<file path="config.mk">
export PLATFORM = sky130hd
export DESIGN_NAME = isa_16bit_slave_port
export DESIGN_NICKNAME = d
export VERILOG_FILES = /design/src/hw/isa_16bit_slave_port.v /design/src/hw/isa_reg_store.v
export VERILOG_INCLUDE_DIRS = /design/src /design/src/hw
export SDC_FILE = /design/constraint.sdc
export NUM_CORES = 1
export LEC_CHECK = 0
export BUFFER_PORTS_ARGS = -buffer_cell sky130_fd_sc_hd__buf_2
export CORE_ASPECT_RATIO = 0.8
export CORE_MARGIN = 4
export CORE_UTILIZATION = 55
export DETAILED_ROUTE_END_ITERATION = 6
export GPL_ROUTABILITY_DRIVEN = 0
export PLACE_DENSITY = 0.74
export RECOVER_POWER = 50
export SLEW_MARGIN = 20
export SYNTH_ARGS = -nofsm -noshare
export SYNTH_HDL_FRONTEND = slang
export SYNTH_SLANG_ARGS = --single-unit
</file>
<file path="constraint.sdc">
create_clock -name clock -period 2.35 [get_ports clock]
set_input_delay 0.3525 -clock clock [delete_from_list [all_inputs] [get_ports clock]]
set_output_delay 0.3525 -clock clock [all_outputs]
set_load 0.01 [all_outputs]
</file>
<file path="src/hw/isa_port_regs.vh">
// Constants for the 16-bit ISA slave port.
// Assumes inclusion by bare name from hw/ design files.
// Behaviour
// - Serve all accesses over 16-bit data path
// - Select low on address match, qualifier low
// - Ready low at strobe leading edge
// - Ready high on clock after condition
// - Byte enables pick lower, upper, both lanes
// - Unselected lane floats on read, ignored write
// - Respond only while address qualifier low
// - Capture write data at strobe trailing edge
`ifndef ISA_PORT_REGS_VH
`define ISA_PORT_REGS_VH
`define DATA_W        16
`define ADDR_W        15
`define DEC_HI        14
`define DEC_LO        3
`define DEC_W         12
`define DEC_BASE      12'h030
`define REG_W         3
`define LANE0_HI      7
`define LANE1_LO      8
`define WAIT_W        4
`define WAIT_CYCLES   4'h2
`define LANES         2
`define LANE_BITS     8
`define CTL_W         5
`define CTL_RD        0
`define CTL_WR        1
`define CTL_B0        2
`define CTL_B1        3
`define CTL_HT        4
`define CTL_IDLE      5'h0f
`endif

</file>
<file path="src/hw/isa_16bit_slave_port.v">
// 16-bit ISA I/O slave port: decode, strobes, byte lanes, ready stretch.
// Assumes host pins are asynchronous and, except on the select and ready paths, pass two flip-flops first.
`timescale 1ns/1ps
`default_nettype none
`include "isa_port_regs.vh"
module isa_16bit_slave_port #(
  parameter [`DEC_W-1:0]  DECODE_BASE = `DEC_BASE,
  parameter [`WAIT_W-1:0] WAIT_CYCLES = `WAIT_CYCLES
) (
  input  wire                clock,
  input  wire                rst_n,
  input  wire [`ADDR_W:1]    address,
  input  wire                address_qualifier,
  input  wire                io_read_strobe_n,
  input  wire                io_write_strobe_n,
  input  wire                byte_lane0_enable_n,
  input  wire                byte_lane1_enable_n,
  input  wire [`DATA_W-1:0]  data_in,
  output reg  [`DATA_W-1:0]  data_out,
  output reg  [1:0]          data_oe,
  output wire                local_device_select_n,
  output reg                 async_ready_out
);
  // Decode straight from the pins: the select cannot wait for a clock
  // Totem-pole output; the board adds the open-collector buffer
  wire                     hit;
  assign hit = (address[`DEC_HI+1:`DEC_LO+1] == DECODE_BASE) && !address_qualifier;
  assign local_device_select_n = !hit;

  // Control pins gathered so one loop synchronises them all
  localparam [`CTL_W-1:0]  SYNC_IDLE = `CTL_IDLE;
  wire [`CTL_W-1:0]        ctl_pin;
  wire [`CTL_W-1:0]        ctl_q;
  assign ctl_pin[`CTL_RD] = io_read_strobe_n;
  assign ctl_pin[`CTL_WR] = io_write_strobe_n;
  assign ctl_pin[`CTL_B0] = byte_lane0_enable_n;
  assign ctl_pin[`CTL_B1] = byte_lane1_enable_n;
  assign ctl_pin[`CTL_HT] = hit;

  // Each pin passes two flip-flops, reset to its idle level
  // Idle reset level keeps a false strobe edge out after reset
  genvar gi;
  generate
    for (gi = 0; gi < `CTL_W; gi = gi + 1) begin : g_sync
      reg [1:0] sync_q;
      always @(posedge clock or negedge rst_n) begin
        if (!rst_n) begin
          sync_q <= {2{SYNC_IDLE[gi]}};
        end else begin
          sync_q <= {sync_q[0], ctl_pin[gi]};
        end
      end
      assign ctl_q[gi] = sync_q[1];
    end
  endgenerate

  // Word index and write data take the same two-stage path
  // Host holds them steady around the strobe, so no skew reaches use
  reg  [`REG_W-1:0]        a_s1_q;
  reg  [`REG_W-1:0]        a_s2_q;
  reg  [`DATA_W-1:0]       d_s1_q;
  reg  [`DATA_W-1:0]       d_s2_q;

  always @(posedge clock or negedge rst_n) begin
    if (!rst_n) begin
      a_s1_q <= {`REG_W{1'b0}};
      a_s2_q <= {`REG_W{1'b0}};
    end else begin
      a_s1_q <= address[`REG_W:1];
      a_s2_q <= a_s1_q;
    end
  end

  always @(posedge clock or negedge rst_n) begin
    if (!rst_n) begin
      d_s1_q <= {`DATA_W{1'b0}};
      d_s2_q <= {`DATA_W{1'b0}};
    end else begin
      d_s1_q <= data_in;
      d_s2_q <= d_s1_q;
    end
  end

  // Strobes count only while the synchronised decode hits
  wire                     rd_act;
  wire                     wr_act;
  wire                     access_act;
  wire [`LANES-1:0]        lanes;
  assign rd_act     = !ctl_q[`CTL_RD] && ctl_q[`CTL_HT];
  assign wr_act     = !ctl_q[`CTL_WR] && ctl_q[`CTL_HT];
  assign access_act = rd_act || wr_act;
  assign lanes      = {!ctl_q[`CTL_B1], !ctl_q[`CTL_B0]};

  // Write data held while the strobe is low, stored once it rises
  // Last sample before the rise wins, so late data still lands
  reg  [`DATA_W-1:0]       wdata_q;
  reg                      wr_prev_q;
  reg  [`LANES-1:0]        wlanes_q;
  reg  [`REG_W-1:0]        waddr_q;
  wire                     wr_commit;

  always @(posedge clock or negedge rst_n) begin
    if (!rst_n) begin
      wdata_q   <= {`DATA_W{1'b0}};
      wr_prev_q <= 1'b0;
      wlanes_q  <= 2'h0;
      waddr_q   <= {`REG_W{1'b0}};
    end else begin
      wr_prev_q <= wr_act;
      if (wr_act) begin
        wdata_q  <= d_s2_q;
        wlanes_q <= lanes;
        waddr_q  <= a_s2_q;
      end
    end
  end
  assign wr_commit = wr_prev_q && !wr_act;

  // Store port is shared: a commit borrows the address for one cycle
  wire [`DATA_W-1:0]       rd_word;
  wire [`REG_W-1:0]        store_addr;
  assign store_addr = wr_commit ? waddr_q : a_s2_q;

  isa_reg_store #(
    .DEPTH_W   (`REG_W)
  ) store (
    .clock     (clock),
    .rst_n     (rst_n),
    .wr_en     (wr_commit),
    .wr_lanes  (wlanes_q),
    .addr      (store_addr),
    .wr_data   (wdata_q),
    .rd_data_q (rd_word)
  );

  // Ready stretch: count wait cycles once the strobe is seen
  // An early release drops back to idle without finishing the count
  localparam [1:0]         ST_IDLE = 2'h0;
  localparam [1:0]         ST_WAIT = 2'h1;
  localparam [1:0]         ST_DONE = 2'h2;
  reg  [1:0]               state_q;
  reg  [1:0]               state_d;
  reg  [`WAIT_W-1:0]       wait_q;
  reg  [`WAIT_W-1:0]       wait_d;

  always @* begin
    state_d = state_q;
    wait_d  = wait_q;
    case (state_q)
      ST_IDLE: begin
        wait_d = {`WAIT_W{1'b0}};
        if (access_act) begin
          state_d = ST_WAIT;
        end
      end

      ST_WAIT: begin
        if (!access_act) begin
          state_d = ST_IDLE;
        end else if (wait_q == WAIT_CYCLES) begin
          state_d = ST_DONE;
        end else begin
          wait_d = wait_q + 1'b1;
        end
      end

      ST_DONE: begin
        if (!access_act) begin
          state_d = ST_IDLE;
        end
      end

      default: begin
        state_d = ST_IDLE;
        wait_d  = {`WAIT_W{1'b0}};
      end
    endcase
  end

  always @(posedge clock or negedge rst_n) begin
    if (!rst_n) begin
      state_q <= ST_IDLE;
      wait_q  <= {`WAIT_W{1'b0}};
    end else begin
      state_q <= state_d;
      wait_q  <= wait_d;
    end
  end

  // Leading edge must pull ready low at once, so this path is unclocked
  wire                     strobe_pin;
  assign strobe_pin = hit && !(io_read_strobe_n && io_write_strobe_n);

  always @* begin
    async_ready_out = !(strobe_pin && (state_q != ST_DONE));
  end

  // Per lane: drive only when the read selects it
  wire [`LANES-1:0]        oe_d;
  wire [`DATA_W-1:0]       dout_d;
  generate
    for (gi = 0; gi < `LANES; gi = gi + 1) begin : g_lane
      assign oe_d[gi] = rd_act && lanes[gi];
      assign dout_d[gi*`LANE_BITS +: `LANE_BITS] = rd_word[gi*`LANE_BITS +: `LANE_BITS];
    end
  endgenerate

  // Read data registered; released lanes are floated by the pad
  always @(posedge clock or negedge rst_n) begin
    if (!rst_n) begin
      data_out <= {`DATA_W{1'b0}};
      data_oe  <= 2'h0;
    end else begin
      data_out <= dout_d;
      data_oe  <= oe_d;
    end
  end
endmodule // isa_16bit_slave_port
`default_nettype wire

</file>
<file path="src/hw/isa_reg_store.v">
// Small register store: eight 16-bit words with per-lane write.
// Assumes one clock domain; read data registered.
`timescale 1ns/1ps
`default_nettype none
`include "isa_port_regs.vh"
module isa_reg_store #(
  parameter DEPTH_W = `REG_W
) (
  input  wire                clock,
  input  wire                rst_n,
  input  wire                wr_en,
  input  wire [1:0]          wr_lanes,
  input  wire [DEPTH_W-1:0]  addr,
  input  wire [`DATA_W-1:0]  wr_data,
  output reg  [`DATA_W-1:0]  rd_data_q
);
  reg [`DATA_W-1:0] mem [0:(1<<DEPTH_W)-1];
  always @(posedge clock) begin
    if (wr_en && wr_lanes[0])
      mem[addr][`LANE0_HI:0] <= wr_data[`LANE0_HI:0];
    if (wr_en && wr_lanes[1])
      mem[addr][`DATA_W-1:`LANE1_LO] <= wr_data[`DATA_W-1:`LANE1_LO];
  end
  always @(posedge clock or negedge rst_n) begin
    if (!rst_n)
      rd_data_q <= {`DATA_W{1'b0}};
    else
      rd_data_q <= mem[addr];
  end
endmodule // isa_reg_store
`default_nettype wire
</file>
==> flow_metrics.py, run 1 <==
metrics = {
    "setup_path": {
        "crit_type": "reg -> reg",
        "cpMaxStageDelayCell": "or4_1",
        "critPathLaunchType": "flop",
        "r2r_setup_slack_ps": 200,
        "r2r_cells": 7,
        "path_cells": "nand2b_4 -> a21boi_1 -> or4_1 -> buf_4 -> a211oi_2 -> nor4_1 -> buf_4",
        "critPathLaunch": "g_sync[1].sync_q[1]$_DFF_PN1_",
        "critPathArrivalTime_ps": 2540,
        "cpMostUsedCell": "buf_4",
        "reg2reg_to": "store.rd_data_q[0]$_DFF_PN0_",
        "endpoint": "store.rd_data_q[0]$_DFF_PN0_",
        "cp-end-kind": "flop",
        "crit_required_ps": 2740,
        "cpPeakStageDelay_ps": 570,
        "r2r_start": "g_sync[1].sync_q[1]$_DFF_PN1_",
        "crit_fanout": 16,
    },
    "grt": {
        "antenna_found_initial": 0,
        "met3_usage_pct": 3.652,
        "top_usage_layer": "met2",
        "grt_pass1_vias": 4978,
        "grt_max_degree": 65,
        "grt-ovfl-total": 0,
        "grtUsageMet1_pct": 29.29,
        "grt_pass1_wl_um": 26800,
        "use_met2_pct": 29.93,
        "globalRouteTotalUtil_pct": 19.39,
    },
    "synthesis": {
        "yosys_warnings": 0,
        "synth_area_mm2": 0.008452,
        "synthSimpleGateAreaFrac_pct": 11.58,
        "yosysSeqAreaShare_pct": 78.16,
        "muxShareOfSynthArea_pct": 0.1184,
        "synth_nets": 592,
        "synth_edf_count": 128,
        "synthArstFlopShare_pct": 46.22,
        "synthFlopType": "edfxtp_1",
        "synth_top_family_by_area": "simple AND/OR/NAND/NOR gates",
        "synth_area_per_cell_um2": 15.31,
        "synth-compound-area-share_pct": 7.594,
        "ys_types": 37,
        "ys_seq_elements": 238,
        "synth-xor-area-share_pct": 0.3109,
        "netlist_instances": 552,
        "synthAdderAreaFrac_pct": 0.2961,
    },
    "cells_and_area": {
        "drive_above_1_share_pct": 21.49,
        "insertedDiodeCount": 0,
        "syn_to_final_growth_pct": 20.44,
        "fin_nets": 694,
    },
    "die": {
        "dieArea_mm2": 0.01743,
        "core_area_mm2": 0.01501,
        "io_pins": 58,
        "rows": 40,
        "start_util_pct": 56.29,
        "fp.dieH_um": 118.9,
        "die_w_um": 146.6,
    },
    "timing": {
        "fin_setup_tns_ps": 0,
        "rsz0062_at_grt": "false",
        "fin_crit_ps": 2155,
        "relSlewSlack_pct": 30.10,
        "final.period_utilization_pct": 91.69,
        "maxSlewViolCount": 0,
        "clock.fmax_ghz": 0.4641,
        "hold_viol": 0,
        "clock_skew_ps": 10.80,
        "tightest_slew_ps": 1049,
        "setup_viol_count_final": 0,
    },
    "place": {
        "port_buffers": 57,
        "dpl.hpwl_um": 9694,
    },
    "power_and_ir_drop": {
        "power_density_mw_per_mm2": 849.8,
        "leakage_nw": 4.494,
        "ir_worst_vdd_v": 0.0005974,
        "clkPwrFrac_pct": 44.7,
        "p_switching_mw": 1.646,
        "combPwrFrac_pct": 3.4,
        "power_frac_seq_pct": 51.9,
        "p_sw_share_pct": 19.02,
        "p_int_mw": 7.006,
        "total_power_mw": 8.651,
    },
    "routing": {
        "drt_first_iter_violations": 405,
        "drt_first_pass_iters": 5,
        "via_per_inst": 5.747,
        "wl_per_cell_um": 19.22,
        "drc": 0,
        "ant_nets": 0,
        "vias": 4937,
        "wirelength_um": 16510,
    },
    "cts": {
        "cts.clk_slew.worst_paths_ps": 60,
        "post_cts_buffers": 0,
        "cts_tree": "built",
        "cts.sinks": 238,
        "root_buffer": "clkbuf_16",
        "clockBufferDepth": 3,
        "cts_buffers": 22,
        "clock_latency_ps": 490,
        "htreeDepth": 1,
    },
    "flow_run": {
        "cap_violations": 0,
    },
    "outcome": {
        "status": "complete, no violations",
    },
    "min_path": {
        "hp-class": "in -> reg",
    },
}
repair_timing:
item / 4_1_cts / 5_1_grt
hold endpoints to repair: 61 / 0
resized for setup: 0 / 0
hold buffers: 24 / 0
registers in the layout, summed over array words and instances (netlist names), 4 cells and up:
signal	count
store.rd_data_q	16
g_sync.sync_q	10
d_s2_q	16
d_s1_q	16
wait_q	4
wdata_q	16
data_out	16
store.mem	128
cell usage in the layout, fill, tap and decap left out, types with 5 or more instances in the layout:
cell,count
nor2_1,18
clkbuf_16,25
dlygate4sd3_1,24
buf_4,21
edfxtp_1,128
a211oi_1,54
clkbuf_1,6
clkbuf_8,5
dfstp_2,8
nand2b_1,5
a211oi_2,10
nor4_1,22
o21ai_0,6
buf_2,53
nand2_1,69
and3_1,66
dfrtp_1,102
buf_12,6
metal layers:
layer / up-vias / wire, um / part of all wire [%]
met5: - / 0 / 0
met4: 0 / 313 / 1.9
met3: 26 / 1256 / 7.6
met2: 191 / 7540 / 46
met1: 2461 / 7399 / 45
li1: 2259 / - / -
cells by family after synthesis:
group / Yosys count
DFF: 238
and+or+nand+nor: 190
AOI/OAI and AO/OA: 81
buffers and inverters: 37
xor gates and xnor gates: 3
adders and majority gates: 2
muxes: 1
synth_stat cells, drive strengths merged, types with 2 or more instances:
cell / instances / area, um2
a21oi: 2 / 10.01
edfxtp: 128 / 3844
xor2: 2 / 17.52
or4: 2 / 15.01
dfrtp: 102 / 2552
nor2: 18 / 67.56
a211oi: 64 / 530.5
inv: 5 / 18.76
nand2b: 6 / 45.04
ha: 2 / 25.02
nand3: 2 / 10.01
dfstp: 8 / 210.2
o21ai: 8 / 40.04
a21boi: 2 / 15.02
nand4: 2 / 12.51
and3: 66 / 412.9
nor4: 22 / 137.6
clkbuf: 18 / 67.56
buf: 14 / 77.57
nand2: 70 / 265.3
critical path, delay by kind of cell (launching register included):
family | cells | cell delay, ps
buffers and inverters | 2 | 390
AOI/OAI and AO/OA | 2 | 310
DFF | 1 | 530
and+or+nand+nor | 3 | 810
worst min-delay path by stage:
stage / startpoint / to / cells after the start
3_5_place_dp: d_s1_q[10]$_DFF_PN0_ / d_s2_q[10]$_DFF_PN0_ / 0
3_3_place_gp: store.rd_data_q[5]$_DFF_PN0_ / data_out[5]$_DFF_PN0_ / 0
4_1_cts: address[8] / g_sync[4].sync_q[0]$_DFF_PN0_ / 3
2_1_floorplan: rst_n / a_s1_q[0]$_DFF_PN0_ / 0
5_1_grt: address[8] / g_sync[4].sync_q[0]$_DFF_PN0_ / 3
6_report: address[8] / g_sync[4].sync_q[0]$_DFF_PN0_ / 3
metrics by stage:
stage          setup slack [ps]  std cells  hold slack [ps]  area, um2  utilization (%)
3_3_place_gp              283.5        795            332.0       9140            60.88
4_1_cts                   205.3        859            106.3      10200            67.95
2_1_floorplan             158.8        552            56.91       8452                -
6_report                  195.2        859            146.5      10180            67.80
5_1_grt                   116.9        859            136.5      10180            67.80
3_5_place_dp              237.1        795            334.7       9140            60.88
final cells by class:
| type | instances | area, um2 |
|---|---|---|
| repair buffers | 110 | 810.8 |
| flip-flops and latches | 238 | 6606 |
| fillers | 1012 | 4835 |
| multi-input cells | 277 | 1685 |
| clock inverters | 7 | 112.6 |
| well taps | 189 | 236.5 |
| inverters | 5 | 18.77 |
| clock buffers | 33 | 709.4 |
power by group through the flow:
stage                     registers (mW)  logic (mW)  clock network, mW
after global routing                4.50       0.321               4.11
after CTS                           4.49       0.296               3.93
final                               4.49       0.291               3.87
after floorplan                     4.58       0.102                  0
after global placement              4.57       0.258                  0
after detailed placement            4.57       0.265                  0
Note: power is estimated with default switching activity, not from simulation.
==> run 2: changes to the inputs <==
--- a/config.mk
+++ b/config.mk
@@ -7,7 +7,7 @@
 export NUM_CORES = 1
 export LEC_CHECK = 0
 export BUFFER_PORTS_ARGS = -buffer_cell sky130_fd_sc_hd__buf_2
-export CORE_ASPECT_RATIO = 0.8
+export CORE_ASPECT_RATIO = 1.25
 export CORE_MARGIN = 4
 export CORE_UTILIZATION = 55
 export DETAILED_ROUTE_END_ITERATION = 6
==> flow_metrics.py, run 2 (synthesis gave the netlist of run 1 again) <==
metrics = {
    "outcome": {
        "status": "finished with violations",
        "violations": "capacitance limit, slew limit",
    },
    "power_and_ir_drop": {
        "ir_worst_vdd_v": 0.0005659,
        "total_power_mw": 8.396,
        "leakage_nw": 4.483,
        "power_density_mw_per_mm2": 828.6,
    },
    "cells_and_area": {
        "final_common_cell": "edfxtp_1",
        "final_util_pct": 67.48,
        "fin_area_mm2": 0.01013,
        "largest_reg_flops": 128,
        "final_cell_mix": "edfxtp_1 (128), dfrtp_1 (102), nand2_1 (69)",
        "syn_to_final_growth_pct": 19.88,
        "drive_above_1_share_pct": 21.81,
        "fin_cells": 856,
        "insertedDiodeCount": 0,
        "fin_nets": 698,
        "regMostFlops": "store.mem",
    },
    "cts": {
        "clock_latency_ps": 500,
        "holdBufCountCts": 24,
        "cts_tree": "built",
        "htreeDepth": 1,
        "cts_buffers": 22,
        "root_buffer": "clkbuf_16",
        "cts.clk_slew.worst_paths_ps": 60,
        "cts.sinks": 238,
        "clockBufferDepth": 3,
        "post_cts_buffers": 0,
        "cts.repair.resized": 0,
    },
    "setup_path": {
        "endpoint": "store.rd_data_q[15]$_DFF_PN0_",
        "r2r_setup_slack_ps": 130,
        "reg2reg_to": "store.rd_data_q[15]$_DFF_PN0_",
        "crit_required_ps": 2750,
        "r2r_cells": 7,
        "crit_fanout": 16,
        "critPathLaunchType": "flop",
        "cp-end-kind": "flop",
        "crit_type": "reg -> reg",
        "r2r_start": "g_sync[1].sync_q[1]$_DFF_PN1_",
        "critPathLaunch": "g_sync[1].sync_q[1]$_DFF_PN1_",
        "critPathArrivalTime_ps": 2620,
    },
    "timing": {
        "final.period_utilization_pct": 94.59,
        "tightest_slew_ps": 1650,
        "setup_slack_ps": 127.0,
        "setup_viol_count_final": 0,
        "fin_crit_ps": 2223,
        "clock_skew_ps": 11.41,
        "clock.fmax_ghz": 0.4498,
        "hold_ws_ps": 153.6,
        "rsz0062_at_grt": "false",
        "fin_setup_tns_ps": 0,
        "hold_viol": 0,
        "maxSlewViolCount": 75,
        "relSlewSlack_pct": -10.00,
    },
    "grt": {
        "antenna_found_initial": 0,
        "grt_max_degree": 75,
        "globalRouteTotalUtil_pct": 18.81,
        "grt_pass1_vias": 5045,
        "grt-ovfl-total": 0,
        "grt_pass1_wl_um": 26120,
    },
    "die": {
        "io_pins": 58,
        "rows": 50,
        "start_util_pct": 56.29,
        "die_w_um": 118.9,
        "fp.dieH_um": 146.6,
        "core_area_mm2": 0.01501,
        "dieArea_mm2": 0.01743,
    },
    "routing": {
        "ant_nets": 0,
        "drt_first_iter_violations": 297,
        "wirelength_um": 15960,
        "via_per_inst": 5.761,
        "drc": 0,
        "wl_per_cell_um": 18.64,
        "drt_first_pass_iters": 5,
        "vias": 4931,
    },
    "flow_run": {
        "cap_violations": 1,
    },
    "place": {
        "place_inst": 792,
        "port_buffers": 57,
        "postPlaceCellArea_mm2": 0.009149,
        "pre_cts_ws_ps": 168.5,
        "dpl.hpwl_um": 9247,
    },
    "min_path": {
        "worstHoldPathCells": 3,
        "hp-class": "in -> reg",
    },
}
run 2: how the worst min path moves through the flow:
stage                                 start                       endpoint  slack [ps]
2_1_floorplan                         rst_n            a_s1_q[0]$_DFF_PN0_          60
3_3_place_gp   store.rd_data_q[9]$_DFF_PN0_          data_out[9]$_DFF_PN0_         330
3_5_place_dp            d_s1_q[0]$_DFF_PN0_            d_s2_q[0]$_DFF_PN0_         330
4_1_cts                          address[8]  g_sync[4].sync_q[0]$_DFF_PN0_         120
5_1_grt                          address[8]  g_sync[4].sync_q[0]$_DFF_PN0_         150
6_report                         address[8]  g_sync[4].sync_q[0]$_DFF_PN0_         150
run 2: power breakdown:
part	switching [mW]	internal [mW]
sequential	0.0240	4.46
combinational	0.163	0.126
clock	1.46	2.17
run 2: final cells by class:
class,instances,area [um2]
clock buffers,31,691.9
clock inverters,9,70.07
fillers,989,4882
inverters,5,18.77
multi-input cells,277,1685
flip-flops and latches,238,6606
well taps,182,227.7
repair buffers,114,832.0
run 2: worst max-delay path, stage by stage, from the launching register on:
cell and delay, ps:
dfstp_2 530, nand2b_4 170, a21boi_1 100, or4_1 540, buf_4 250, a211oi_1 300, nor4_1 90, buf_4 140
run 2: layer usage:
metal / GRT usage [%] / up-vias / wire, um / part of all wire, %
li1: - / 2267 / - / -
met3: 3.332 / 41 / 973 / 6.1
met1: 23.72 / 2450 / 6329 / 40
met5: 0 / - / 0 / 0
met2: 32.83 / 173 / 8241 / 52
met4: 6.783 / 0 / 413 / 2.6
